File: src/shared/clksw_pkg.sv
// Constants, field positions and state types for the clock switch and fail monitor
package clksw_pkg;
	localparam int ADDR_W = 12;
	localparam int DATA_W = 32;
	localparam int CNT_W = 11;
	localparam int FAIL_W = 16;
	localparam int OSC_N = 5;

	// Register byte offsets
	localparam logic [ADDR_W-1:0] OFS_OSC_CTRL = 12'h000;
	localparam logic [ADDR_W-1:0] OFS_OSC_SET = 12'h004;
	localparam logic [ADDR_W-1:0] OFS_OSC_CLR = 12'h008;
	localparam logic [ADDR_W-1:0] OFS_OSC_INV = 12'h00c;
	localparam logic [ADDR_W-1:0] OFS_CLK_STAT = 12'h0d0;
	localparam logic [ADDR_W-1:0] OFS_SYS_KEY = 12'h100;

	localparam logic [DATA_W-1:0] KEY_FIRST = 32'haa996655;
	localparam logic [DATA_W-1:0] KEY_SECOND = 32'h556699aa;

	// Control register field positions
	localparam int POS_FRCDIV = 24;
	localparam int POS_COSC = 12;
	localparam int POS_NOSC = 8;
	localparam int POS_CLKLOCK = 7;
	localparam int POS_SLPEN = 4;
	localparam int POS_CF = 3;
	localparam int POS_SOSCEN = 1;
	localparam int POS_SWITCH_REQUEST_BIT = 0;

	// Status register field positions
	localparam int POS_PLLRDY = 7;
	localparam int POS_LPRCRDY = 5;
	localparam int POS_SOSCRDY = 4;
	localparam int POS_POSCRDY = 2;
	localparam int POS_FRCRDY = 0;

	// Source select codes
	localparam logic [2:0] SRC_FRC = 3'h0;
	localparam logic [2:0] SRC_PLL = 3'h1;
	localparam logic [2:0] SRC_PRI = 3'h2;
	localparam logic [2:0] SRC_SEC = 3'h4;
	localparam logic [2:0] SRC_LOW_POWER_RC_OSC = 3'h5;

	// Oscillator enable and tick bit indices
	localparam logic [2:0] OSC_FRC = 3'h0;
	localparam logic [2:0] OSC_PRI = 3'h1;
	localparam logic [2:0] OSC_SEC = 3'h2;
	localparam logic [2:0] OSC_LOW_POWER_RC_OSC = 3'h3;
	localparam logic [2:0] OSC_PLL = 3'h4;

	// Primary submode configuration codes
	localparam logic [1:0] SUB_EC = 2'h0;
	localparam logic [1:0] SUB_XT = 2'h1;
	localparam logic [1:0] SUB_HS = 2'h2;

	localparam logic [2:0] RST_FRCDIV = 3'h0;
	localparam logic [2:0] FRCDIV_MAX = 3'h7;
	localparam logic [3:0] FRC_SHIFT_MAX = 4'h8;

	localparam logic [CNT_W-1:0] OST_TICKS = 11'd1024;
	localparam logic [CNT_W-1:0] SWITCH_TICKS = 11'd10;

	localparam int MCLK_PERIOD_NS = 5;
	localparam int FAIL_TIME_NS = 100000;
	localparam int FAIL_CYCLES_DEF = FAIL_TIME_NS / MCLK_PERIOD_NS;

	typedef enum logic [2:0] {SW_IDLE, SW_CHECK, SW_START, SW_PLL, SW_COUNT} sw_e;
	typedef enum logic [1:0] {KEY_LOCKED, KEY_HALF, KEY_OPEN} key_e;
endpackage

File: src/shared/fail_mon_if.sv
// Signals between the switch controller and the clock fail monitor
`timescale 1ns/10ps
interface fail_mon_if;
	logic enable;
	logic tick;
	logic fail;

	modport ctrl (output enable, output tick, input fail);
	modport monitor (input enable, input tick, output fail);
endinterface

File: src/logic/clock_fail_monitor.sv
// Watchdog on system clock ticks that flags a lost clock
`timescale 1ns/10ps
module clock_fail_monitor
	import clksw_pkg::*;
#(
	parameter logic [FAIL_W-1:0] FAIL_CYCLES = FAIL_W'(FAIL_CYCLES_DEF)
)
(
	input wire logic mclk,
	input wire logic rst,
	fail_mon_if.monitor mon
);
	typedef struct packed
	{
		logic [FAIL_W-1:0] cnt;
		logic fail;
	} mon_s;

	mon_s mon_r;
	mon_s mon_nxt;

	always_comb
	begin
		mon_nxt = mon_r;
		mon_nxt.fail = 1'b0;
		// Held cleared while disabled, so sleep or a locked config never trips it
		if (!mon.enable || mon.tick)
		begin
			mon_nxt.cnt = '0;
		end
		else if (mon_r.cnt == FAIL_CYCLES - 1'b1)
		begin
			mon_nxt.cnt = '0;
			mon_nxt.fail = 1'b1;
		end
		else
		begin
			mon_nxt.cnt = mon_r.cnt + 1'b1;
		end
	end

	always_ff @(posedge mclk)
	begin
		if (rst)
		begin
			mon_r <= '0;
		end
		else
		begin
			mon_r <= mon_nxt;
		end
	end

	assign mon.fail = mon_r.fail;
endmodule

File: src/logic/clock_switch_and_fail_monitor.sv
// Clock source switch controller with key-protected control register
`timescale 1ns/10ps

module clock_switch_and_fail_monitor
	import clksw_pkg::*;
#(
	parameter logic [FAIL_W-1:0] FAIL_CYCLES = FAIL_W'(FAIL_CYCLES_DEF)
)
(
	input wire logic mclk,
	input wire logic rst,
	input wire logic [ADDR_W-1:0] addr,
	input wire logic [DATA_W-1:0] wr_data,
	input wire logic wr_en,
	input wire logic rd_en,
	output logic [DATA_W-1:0] rd_data,
	input wire logic switch_enable_config_bit,
	input wire logic [2:0] initial_source_config,
	input wire logic [1:0] primary_submode_config,
	input wire logic pll_from_primary,
	input wire logic pll_lock,
	input wire logic sleep_mode,
	input wire logic [OSC_N-1:0] osc_tick,
	input wire logic [OSC_N-1:0] periph_osc_request,
	output logic [OSC_N-1:0] osc_enable,
	output logic [2:0] system_clock_sel,
	output logic system_clock_run,
	output logic [3:0] fast_rc_div_shift,
	output logic switch_busy,
	output logic nmi
);
	typedef struct packed
	{
		sw_e state;
		key_e key;
		logic loaded;
		logic [2:0] cosc;
		logic [2:0] nosc;
		logic [2:0] target;
		logic [2:0] frcdiv;
		logic clklock;
		logic slpen;
		logic cf;
		logic soscen;
		logic switch_request_bit;
		logic pll_rdy;
		logic skip_ost;
		logic [CNT_W-1:0] cnt;
		logic [OSC_N-1:0] osc_en;
		logic [3:0] div_shift;
		logic sys_run;
		logic nmi;
		logic [DATA_W-1:0] rd_data;
	} ctl_s;

	ctl_s ctl_r;
	ctl_s ctl_nxt;

	fail_mon_if mon ();

	// Oscillators a source code needs running
	function automatic logic [OSC_N-1:0] osc_need(input logic [2:0] code, input logic pll_pri);
		logic [OSC_N-1:0] m;
		m = '0;
		unique case (code)
			SRC_PLL:
			begin
				m[OSC_PLL] = 1'b1;
				m[pll_pri ? OSC_PRI : OSC_FRC] = 1'b1;
			end
			SRC_PRI: m[OSC_PRI] = 1'b1;
			SRC_SEC: m[OSC_SEC] = 1'b1;
			SRC_LOW_POWER_RC_OSC: m[OSC_LOW_POWER_RC_OSC] = 1'b1;
			default: m[OSC_FRC] = 1'b1;
		endcase
		return m;
	endfunction

	// Oscillator whose ticks clock a source code
	function automatic logic [2:0] osc_index(input logic [2:0] code);
		logic [2:0] i;
		i = OSC_FRC;
		unique case (code)
			SRC_PLL: i = OSC_PLL;
			SRC_PRI: i = OSC_PRI;
			SRC_SEC: i = OSC_SEC;
			SRC_LOW_POWER_RC_OSC: i = OSC_LOW_POWER_RC_OSC;
			default: i = OSC_FRC;
		endcase
		return i;
	endfunction

	// Oscillator that must start first for a source code
	function automatic logic [2:0] base_index(input logic [2:0] code, input logic pll_pri);
		logic [2:0] i;
		i = osc_index(code);
		if (code == SRC_PLL)
		begin
			i = pll_pri ? OSC_PRI : OSC_FRC;
		end
		return i;
	endfunction

	logic [DATA_W-1:0] ctrl_word;
	logic [DATA_W-1:0] stat_word;
	logic [DATA_W-1:0] wval;
	logic ctrl_hit;
	logic [2:0] base;
	logic crystal;

	always_comb
	begin
		ctrl_word = '0;
		ctrl_word[POS_FRCDIV +: 3] = ctl_r.frcdiv;
		ctrl_word[POS_COSC +: 3] = ctl_r.cosc;
		ctrl_word[POS_NOSC +: 3] = ctl_r.nosc;
		ctrl_word[POS_CLKLOCK] = ctl_r.clklock;
		ctrl_word[POS_SLPEN] = ctl_r.slpen;
		ctrl_word[POS_CF] = ctl_r.cf;
		ctrl_word[POS_SOSCEN] = ctl_r.soscen;
		ctrl_word[POS_SWITCH_REQUEST_BIT] = ctl_r.switch_request_bit;
		stat_word = '0;
		stat_word[POS_PLLRDY] = ctl_r.pll_rdy;
		stat_word[POS_LPRCRDY] = ctl_r.osc_en[OSC_LOW_POWER_RC_OSC];
		stat_word[POS_SOSCRDY] = ctl_r.osc_en[OSC_SEC];
		stat_word[POS_POSCRDY] = ctl_r.osc_en[OSC_PRI];
		stat_word[POS_FRCRDY] = ctl_r.osc_en[OSC_FRC];
	end

	always_comb
	begin
		ctl_nxt = ctl_r;
		ctl_nxt.nmi = 1'b0;
		ctl_nxt.rd_data = '0;
		base = base_index(ctl_r.target, pll_from_primary);
		// EC needs no startup timer; the secondary is always a crystal
		crystal = (base == OSC_SEC) ||
			((base == OSC_PRI) && (primary_submode_config != SUB_EC));

		// Key sequence: the first word always restarts it; any other unexpected write relocks
		if (wr_en && (addr == OFS_SYS_KEY))
		begin
			if (wr_data == KEY_FIRST)
			begin
				ctl_nxt.key = KEY_HALF;
			end
			else if ((ctl_r.key == KEY_HALF) && (wr_data == KEY_SECOND))
			begin
				ctl_nxt.key = KEY_OPEN;
			end
			else
			begin
				ctl_nxt.key = KEY_LOCKED;
			end
		end

		// Plain, set, clear and invert views of the control register
		ctrl_hit = wr_en && (ctl_r.key == KEY_OPEN) && (addr == OFS_OSC_CTRL ||
			addr == OFS_OSC_SET || addr == OFS_OSC_CLR || addr == OFS_OSC_INV);
		if (addr == OFS_OSC_SET)
		begin
			wval = ctrl_word | wr_data;
		end
		else if (addr == OFS_OSC_CLR)
		begin
			wval = ctrl_word & ~wr_data;
		end
		else if (addr == OFS_OSC_INV)
		begin
			wval = ctrl_word ^ wr_data;
		end
		else
		begin
			wval = wr_data;
		end
		if (ctrl_hit)
		begin
			ctl_nxt.frcdiv = wval[POS_FRCDIV +: 3];
			ctl_nxt.nosc = wval[POS_NOSC +: 3];
			ctl_nxt.clklock = wval[POS_CLKLOCK];
			ctl_nxt.slpen = wval[POS_SLPEN];
			ctl_nxt.cf = wval[POS_CF];
			ctl_nxt.soscen = wval[POS_SOSCEN];
			// A request is only taken while no switch runs; hardware does the clearing
			if (wval[POS_SWITCH_REQUEST_BIT] && (ctl_r.state == SW_IDLE))
			begin
				ctl_nxt.switch_request_bit = 1'b1;
			end
		end

		unique case (ctl_r.state)
			SW_IDLE:
			begin
				if (ctl_r.switch_request_bit)
				begin
					ctl_nxt.state = SW_CHECK;
				end
			end
			SW_CHECK:
			begin
				if (ctl_r.nosc == ctl_r.cosc)
				begin
					ctl_nxt.switch_request_bit = 1'b0;
					ctl_nxt.state = SW_IDLE;
				end
				else
				begin
					ctl_nxt.pll_rdy = 1'b0;
					ctl_nxt.cf = 1'b0;
					ctl_nxt.target = ctl_r.nosc;
					ctl_nxt.skip_ost = ctl_r.osc_en[base_index(ctl_r.nosc, pll_from_primary)];
					ctl_nxt.cnt = '0;
					ctl_nxt.state = SW_START;
				end
			end
			SW_START:
			begin
				if (ctl_r.skip_ost || !crystal)
				begin
					ctl_nxt.state = SW_PLL;
				end
				else if (osc_tick[base])
				begin
					if (ctl_r.cnt == OST_TICKS - 1'b1)
					begin
						ctl_nxt.cnt = '0;
						ctl_nxt.state = SW_PLL;
					end
					else
					begin
						ctl_nxt.cnt = ctl_r.cnt + 1'b1;
					end
				end
			end
			SW_PLL:
			begin
				if ((ctl_r.target != SRC_PLL) || ctl_r.pll_rdy)
				begin
					ctl_nxt.cnt = '0;
					ctl_nxt.state = SW_COUNT;
				end
			end
			SW_COUNT:
			begin
				if (osc_tick[osc_index(ctl_r.target)])
				begin
					if (ctl_r.cnt == SWITCH_TICKS - 1'b1)
					begin
						ctl_nxt.cosc = ctl_r.target;
						ctl_nxt.switch_request_bit = 1'b0;
						ctl_nxt.state = SW_IDLE;
					end
					else
					begin
						ctl_nxt.cnt = ctl_r.cnt + 1'b1;
					end
				end
			end
		endcase

		// Lock indication sets after the switch-start clear, so it wins
		if (pll_lock && ctl_r.osc_en[OSC_PLL])
		begin
			ctl_nxt.pll_rdy = 1'b1;
		end

		// Loss of clock aborts any switch and falls back to fast RC
		if (mon.fail)
		begin
			ctl_nxt.cosc = SRC_FRC;
			ctl_nxt.cf = 1'b1;
			ctl_nxt.nmi = 1'b1;
			ctl_nxt.switch_request_bit = 1'b0;
			ctl_nxt.state = SW_IDLE;
		end

		if (!ctl_r.loaded)
		begin
			ctl_nxt.cosc = initial_source_config;
			ctl_nxt.nosc = initial_source_config;
			ctl_nxt.loaded = 1'b1;
		end

		if (switch_enable_config_bit)
		begin
			ctl_nxt.cosc = initial_source_config;
			ctl_nxt.switch_request_bit = 1'b0;
			ctl_nxt.state = SW_IDLE;
		end

		// Old source drops out once current-source moves on, unless periph_osc_request or soscen keeps it enabled
		ctl_nxt.osc_en = osc_need(ctl_nxt.cosc, pll_from_primary) | periph_osc_request;
		if ((ctl_nxt.state != SW_IDLE) && (ctl_nxt.state != SW_CHECK))
		begin
			ctl_nxt.osc_en = ctl_nxt.osc_en | osc_need(ctl_nxt.target, pll_from_primary);
		end
		if (ctl_nxt.soscen)
		begin
			ctl_nxt.osc_en[OSC_SEC] = 1'b1;
		end

		ctl_nxt.div_shift = (ctl_nxt.frcdiv == FRCDIV_MAX) ? FRC_SHIFT_MAX :
			{1'b0, ctl_nxt.frcdiv};
		ctl_nxt.sys_run = !sleep_mode;

		// Reads answer next cycle with no wait even mid-switch
		if (rd_en)
		begin
			if (addr == OFS_OSC_CTRL)
			begin
				ctl_nxt.rd_data = ctrl_word;
			end
			else if (addr == OFS_CLK_STAT)
			begin
				ctl_nxt.rd_data = stat_word;
			end
		end
	end

	always_ff @(posedge mclk)
	begin
		if (rst)
		begin
			ctl_r <= '0;
			ctl_r.state <= SW_IDLE;
			ctl_r.key <= KEY_LOCKED;
			ctl_r.cosc <= SRC_FRC;
			ctl_r.nosc <= SRC_FRC;
			ctl_r.target <= SRC_FRC;
			ctl_r.frcdiv <= RST_FRCDIV;
			ctl_r.osc_en[OSC_FRC] <= 1'b1;
		end
		else
		begin
			ctl_r <= ctl_nxt;
		end
	end

	// Monitor runs only when enabled by config and the device is awake
	assign mon.enable = !switch_enable_config_bit && !sleep_mode && ctl_r.loaded;
	assign mon.tick = osc_tick[osc_index(ctl_r.cosc)];

	clock_fail_monitor #(
		.FAIL_CYCLES(FAIL_CYCLES)
	) u_mon (
		.mclk(mclk),
		.rst(rst),
		.mon(mon.monitor)
	);

	assign rd_data = ctl_r.rd_data;
	assign osc_enable = ctl_r.osc_en;
	assign system_clock_sel = ctl_r.cosc;
	assign system_clock_run = ctl_r.sys_run;
	assign fast_rc_div_shift = ctl_r.div_shift;
	assign switch_busy = ctl_r.switch_request_bit;
	assign nmi = ctl_r.nmi;
endmodule

File: config.mk
export PLATFORM = sky130hd
export DESIGN_NAME = clock_switch_and_fail_monitor
export DESIGN_NICKNAME = d
export VERILOG_FILES = /design/src/shared/clksw_pkg.sv /design/src/shared/fail_mon_if.sv /design/src/logic/clock_fail_monitor.sv /design/src/logic/clock_switch_and_fail_monitor.sv
export SDC_FILE = /design/constraint.sdc
export NUM_CORES = 1
export LEC_CHECK = 0
export BUFFER_PORTS_ARGS = -buffer_cell sky130_fd_sc_hd__buf_4
export CAP_MARGIN = 10
export CORE_UTILIZATION = 54
export CTS_CLUSTER_SIZE = 30
export DETAILED_ROUTE_END_ITERATION = 10
export MAX_ROUTING_LAYER = met4
export PLACE_DENSITY = 0.89
export SLEW_MARGIN = 5
export SYNTH_ARGS = -nofsm -noshare
export SYNTH_HDL_FRONTEND = slang
export SYNTH_SLANG_ARGS = --single-unit
File: constraint.sdc
create_clock -name mclk -period 6.05 [get_ports mclk]
set_input_delay 1.21 -clock mclk [delete_from_list [all_inputs] [get_ports mclk]]
set_output_delay 1.21 -clock mclk [all_outputs]
set_load 0.05 [all_outputs]
==> results of run 1 <==
## final timing paths
check | startpoint | to | slack [ps] | cells after the start
max | addr[11] | fast_rc_div_shift[1] | 2410 | 7
min | u_mon.mon_r[1] | u_mon.mon_r[1] | 470 | 1
max reg2reg | ctl_r[65] | osc_enable[0] | 3220 | 7
min reg2reg | u_mon.mon_r[1] | u_mon.mon_r[1] | 470 | 1
## sequential cells by signal, indices dropped and copies added (netlist names)
| signal | flops |
|---|---|
| u_mon.mon_r | 16 |
| switch_busy | 1 |
| nmi | 1 |
| ctl_r | 32 |
| fast_rc_div_shift | 4 |
| osc_enable | 5 |
| system_clock_sel | 3 |
| system_clock_run | 1 |
| u_mon.mon.fail | 1 |
| rd_data | 16 |
## area by class of cell
class / instances / area share
Sequential cell: 80 / 0.2739
Clock inverter: 6 / 0.01990
Multi-Input combinational cell: 435 / 0.5087
Clock buffer: 10 / 0.02354
Inverter: 38 / 0.02440
Tap cell: 111 / 0.02375
Timing Repair Buffer: 98 / 0.1258
## metrics by stage
step | instances | util | total power [uW] | hold WS [ps]
4_1_cts | 778 | 0.6358 | 1195 | 474.2
3_3_place_gp | 762 | 0.6082 | 705.4 | 440.9
6_report | 778 | 0.6358 | 1193 | 469.7
5_1_grt | 778 | 0.6358 | 1235 | 489.9
2_1_floorplan | 623 | - | 659.0 | 426.0
3_5_place_dp | 762 | 0.6082 | 711.7 | 454.6
## report_power, final
| part | switching (uW) | internal, uW | total, uW |
|---|---|---|---|
| Combinational | 96.9 | 62.9 | 160 |
| Sequential | 10.8 | 532 | 543 |
| Clock | 202 | 288 | 490 |
## synthesized netlist by cell type, types with 5 or more instances
| cell type | instances | share of area |
|---|---|---|
| nand2_1 | 33 | 0.024 |
| clkbuf_1 | 19 | 0.014 |
| a21oi_1 | 14 | 0.014 |
| buf_4 | 45 | 0.066 |
| xor2_1 | 8 | 0.014 |
| ha_1 | 25 | 0.061 |
| and2_1 | 8 | 0.0098 |
| o21ai_0 | 21 | 0.021 |
| nand4_1 | 14 | 0.017 |
| mux2i_1 | 32 | 0.063 |
| o31ai_1 | 5 | 0.0074 |
| nand2b_1 | 7 | 0.0086 |
| and3_1 | 5 | 0.0061 |
| inv_1 | 38 | 0.028 |
| xnor2_1 | 10 | 0.017 |
| mux2_2 | 12 | 0.026 |
| nor4_1 | 17 | 0.021 |
| o211ai_1 | 7 | 0.010 |
| nor2_1 | 67 | 0.049 |
| nor3_1 | 17 | 0.017 |
| nand3_1 | 25 | 0.025 |
| nor4bb_1 | 9 | 0.018 |
| dfxtp_1 | 80 | 0.31 |
## cells by family after synthesis
family / after synthesis / synth area share
AO/OA/AOI/OAI: 94 / 0.1319
XOR/XNOR: 18 / 0.03088
adder cells (fa/ha/maj): 25 / 0.06127
buffers and inverters: 108 / 0.1159
flip-flops: 80 / 0.3137
multiplexers: 46 / 0.09632
other: 1 / 0.0007346
AND/OR/NAND/NOR: 236 / 0.2493
## metal layers
metal  part of all wire  track usage
met1               0.40       0.3298
met2               0.49       0.4866
met3              0.092      0.06044
met4              0.021      0.09502
met5                  0            -
## worst reg2reg max path: cells and delay by family (launching register included)
family	cells	cell delay [ps]
flip-flops	1	480
AO/OA/AOI/OAI	3	1040
AND/OR/NAND/NOR	3	990
multiplexers	1	200
==> impl_metrics.ini, run 1 <==
[run_status]
status = finished, final reports clean

[timing]
hold_viol = 0
finalSetupViolations = 0
max_freq_mhz = 274.4
finalSetupTns_ps = 0
setup_ws_ps = 2406
timing.slew.headroom = 0.3309
period_minus_slack_ps = 3644
report.final.slew_viol_count = 0
rsz0062_at_grt = no
worst_pin_slew_ps = 1002
finalCritPeriodShare = 0.6023
fin_skew_ps = 10.96

[clocking]
cts.htree.levels = 3
cts.sinks = 80
post_cts_resize_count = 0
cts_tree = yes
cts_buffers = 9
clk_latency_ps = 350
cts_root_buffer = clkbuf_8
clk_pin_slew_worst_paths_ps = 80
clockBufferDepth = 2
postCtsSetupBuffers = 0
cts_hold_buffers = 0

[worst_setup_path]
path_delay_family = simple AND/OR/NAND/NOR gates
crit_required_ps = 6290
cp-end-kind = register
cp_slowest_cell = or4_1
startpoint_type = primary input
arrival_ps = 3880
worstSetupPathType = primary input to register
path_buf_inv = 1
crit_fanout = 17
crit_chain = buf_4 > or4_4 > or3_4 > or4_1 > mux2i_1 > nor2_1 > o21a_1
max_stage_delay_ps = 840

[route]
viasPerCell = 6.084
drc = 0
first_iter_violations = 378
drt-total-wl_mm = 13.28
wl_per_cell_um = 17.06
num_vias = 4733
firstDrtPassIters = 5
ant_nets = 0

[synth]
postSynth.asyncResetShare = 0
synth_ff_type = dfxtp_1
synth_area_mm2 = 0.005105
yosysSeqAreaShare = 0.3137
yosysUniqueCellTypes = 72
syn_avg_cell_area_um2 = 8.396
synth_seq_cells = 80
synth_edf_count = 0
synth_cells = 608
yosysWarnings = 0

[layout]
drive_above_1_share = 0.2159
layout_common_cells = buf_4, dfxtp_1, nor2_1, inv_1, nand2_1
multiInputGateArea_mm2 = 0.002974
nNetsFinal = 754
fillerInstances = 775
syn2layout_area_growth_pct = 14.53
antenna_cells = 0
fin_area_mm2 = 0.005847
final_common_cell = buf_4
seqCellArea_mm2 = 0.001602

[placed_design]
place_hpwl_mm = 9.948
dp_slack_ps = 2108
io_buffer_count = 97
globalplace.congestion = 0.9794
dpl_cell_area_mm2 = 0.005593

[global_route]
grt_max_degree = 41
grt_pass1_vias = 4638
track_usage = 0.2837
grt_pass1_wl_mm = 21.77
antenna_found_initial = 0
overflow = 0

[floorplanning]
die-width_um = 99.23
rows = 35
core_area_mm2 = 0.009196
die_area_mm2 = 0.009847
initial_core_util = 0.5551
ios = 114
dieHeight_um = 99.23

[run]
drv_cap = 0

[pwr]
ir_drop_mv = 0.1737
p_leak_uw = 0.002333
p_per_area_mw_per_mm2 = 204.0

[min_path]
hold_path_class = register to register
Note: power is estimated with default switching activity, not from simulation.
==> inputs of run 2 (changes only) <==
--- a/config.mk
+++ b/config.mk
@@ -5,13 +5,14 @@
 export SDC_FILE = /design/constraint.sdc
 export NUM_CORES = 1
 export LEC_CHECK = 0
+export ABC_AREA = 1
 export BUFFER_PORTS_ARGS = -buffer_cell sky130_fd_sc_hd__buf_4
 export CAP_MARGIN = 10
-export CORE_UTILIZATION = 54
+export CORE_UTILIZATION = 49
 export CTS_CLUSTER_SIZE = 30
 export DETAILED_ROUTE_END_ITERATION = 10
 export MAX_ROUTING_LAYER = met4
-export PLACE_DENSITY = 0.89
+export PLACE_DENSITY = 0.85
 export SLEW_MARGIN = 5
 export SYNTH_ARGS = -nofsm -noshare
 export SYNTH_HDL_FRONTEND = slang
==> constraint.sdc (replaced) <==
create_clock -name mclk -period 3.3 [get_ports mclk]
set_input_delay 0.66 -clock mclk [delete_from_list [all_inputs] [get_ports mclk]]
set_output_delay 0.66 -clock mclk [all_outputs]
set_load 0.05 [all_outputs]
==> impl_metrics.ini, run 2 <==
[run_status]
status = finished, final reports clean

[timing]
timing.slew.headroom = 0.5259
fin_skew_ps = 12.26
rsz0062_at_grt = no
finalSetupViolations = 0
max_freq_mhz = 451.3
period_minus_slack_ps = 2216
finalCritPeriodShare = 0.6715
hold_viol = 0
finalSetupTns_ps = 0
worst_pin_slew_ps = 709.1
report.final.slew_viol_count = 0

[floorplanning]
die-width_um = 102.6
ios = 114
core_area_mm2 = 0.009774
rows = 36
die_area_mm2 = 0.01053
initial_core_util = 0.5076
dieHeight_um = 102.6

[min_path]
worstHoldPathCells = 1
min_to = u_mon.mon_r[1]
hold_path_class = register to register
min_from = u_mon.mon_r[1]

[clocking]
cts_buffers = 9
clockBufferDepth = 2
clk_pin_slew_worst_paths_ps = 80
cts.htree.levels = 3
post_cts_resize_count = 0
cts.sinks = 80
clk_latency_ps = 350
cts_root_buffer = clkbuf_8
cts_hold_buffers = 0
postCtsSetupBuffers = 0
cts_tree = yes

[synth]
yosys.area.top_type = dfxtp_1
yosysSeqAreaShare = 0.3228
yosys.area_share.simple = 0.3208
synth_top_area_share = 0.3228
synth_area_mm2 = 0.004961
ys_top_cells_by_area = dfxtp_1, nand2_1, nor2_1, buf_4, inv_1
yosysUniqueCellTypes = 48
synth_cells = 698
synth_top_family_by_area = simple AND/OR/NAND/NOR gates
synth_ff_type = dfxtp_1
synth_fa_ha_area_frac = 0.06305
synthXorXnorAreaFrac = 0.01589
synth_seq_cells = 80
postSynth.asyncResetShare = 0
yosysWarnings = 0
synth_compound_area_frac = 0.1284
synth_mux_area_frac = 0
synth.most_common_cell = nand2_1
synth_edf_count = 0
yosys-top-cells-count = nand2_1, nor2_1, inv_1
syn_avg_cell_area_um2 = 7.107

[route]
wl_per_cell_um = 13.21
num_vias = 4660
ant_nets = 0
viasPerCell = 5.127
firstDrtPassIters = 5
drc = 0
first_iter_violations = 341
drt-total-wl_mm = 12.01

[layout]
drive_above_1_share = 0.2075
final_common_cell = nand2_1
antenna_cells = 0
nNetsFinal = 863
largest_register_ffs = 32
layout_common_cells = nand2_1, buf_4, nor2_1, inv_1, dfxtp_1
fillerInstances = 945
multiInputGateArea_mm2 = 0.002680
seqCellArea_mm2 = 0.001602
syn2layout_area_growth_pct = 16.72
fin_area_mm2 = 0.005791
final_core_util = 0.5924
fin_cells = 909
largest-register = ctl_r

[worst_setup_path]
arrival_ps = 2460
startpoint_type = primary input
rr_startpoint = ctl_r[43]
worstSetupPathType = primary input to register
cp-end-kind = register
reg2reg_to = ctl_r[45]
reg2reg_slack_ps = 1080
timing.reg2reg.worst_path_depth = 12
crit_required_ps = 3540
crit_fanout = 14

[placed_design]
io_buffer_count = 97
dpl_cell_area_mm2 = 0.005562
globalplace.congestion = 0.9361
dp_cells = 893
place_hpwl_mm = 9.385

[global_route]
grt_pass1_vias = 4091
grt_max_degree = 29
track_usage = 0.2413
grt_pass1_wl_mm = 19.35
antenna_found_initial = 0
overflow = 0

[pwr]
ir_drop_mv = 0.2460
p_per_area_mw_per_mm2 = 381.8
p_leak_uw = 0.002486

[run]
drv_cap = 0
-- run 2: cell types whose count changed in the layout (fill, tap and decap cells not counted), moves of 9 or more --
cell      before  now
a21oi_1       14   32
inv_1         38   89
nor2_1        67   96
nand2_1       33  108
nor4bb_1       9    0
nand3_1       25   35
nor3_1        17   28
mux2i_1       32    0
mux2_2        12    0
-- run 2: cell families after synthesis --
kind of cell | count (synthesis)
buf+inv | 150
compound gates | 103
xor+xnor | 9
flops | 80
fa+ha+maj | 25
simple gates | 330
other cells | 1
-- run 2: area by class of cell --
type                    count  area share
multi-input cells         483      0.4628
flip-flops and latches     80      0.2766
repair buffers             99      0.1283
inverters                  98     0.06396
well taps                 133     0.02874
clock buffers              10     0.02377
clock inverters             6     0.01577
-- run 2: stage by stage --
stage	worst slack [ps]	hold WS [ps]	power, uW
CTS	1105	459.7	2214
global route	831.9	472.8	2305
floorplan	1200	417.5	1296
detailed placement	773.9	443.4	1406
finish	1084	454.9	2211
global placement	785.8	433.3	1401
-- run 2: critical path, cell delays in order --
cell and delay (ps):
buf_4 100, or2_1 310, nor3_1 290, nand4_1 630
o22ai_1 450
-- run 2: worst max-delay path by stage --
stage / endpoint / cells past startpoint / slack, ps / startpoint
final: rd_data[0] / 5 / 1080 / addr[1]
after detailed placement: rd_data[7] / 5 / 770 / addr[1]
after global routing: ctl_r[51] / 12 / 830 / ctl_r[43]
after global placement: rd_data[0] / 5 / 790 / addr[1]
after CTS: ctl_r[51] / 12 / 1110 / ctl_r[43]
after floorplan: fast_rc_div_shift[0] / 14 / 1200 / addr[1]
-- run 2: per-layer routing --
| layer | track usage | part of all wire | up-vias | routed length (um) |
|---|---|---|---|---|
| met2 | 0.3579 | 0.44 | 166 | 5292 |
| met4 | 0.07363 | 0.013 | 0 | 153 |
| met1 | 0.3381 | 0.48 | 2082 | 5799 |
| met3 | 0.03390 | 0.063 | 15 | 762 |
| met5 | - | 0 | - | 0 |
| li1 | - | - | 2397 | - |
-- run 2: where the power goes --
part	switching (uW)	internal (uW)	leakage, uW	total, uW
Combinational	250	133	0.00172	384
Clock	369	451	0.000117	820
Sequential	23.4	983	0.000648	1010
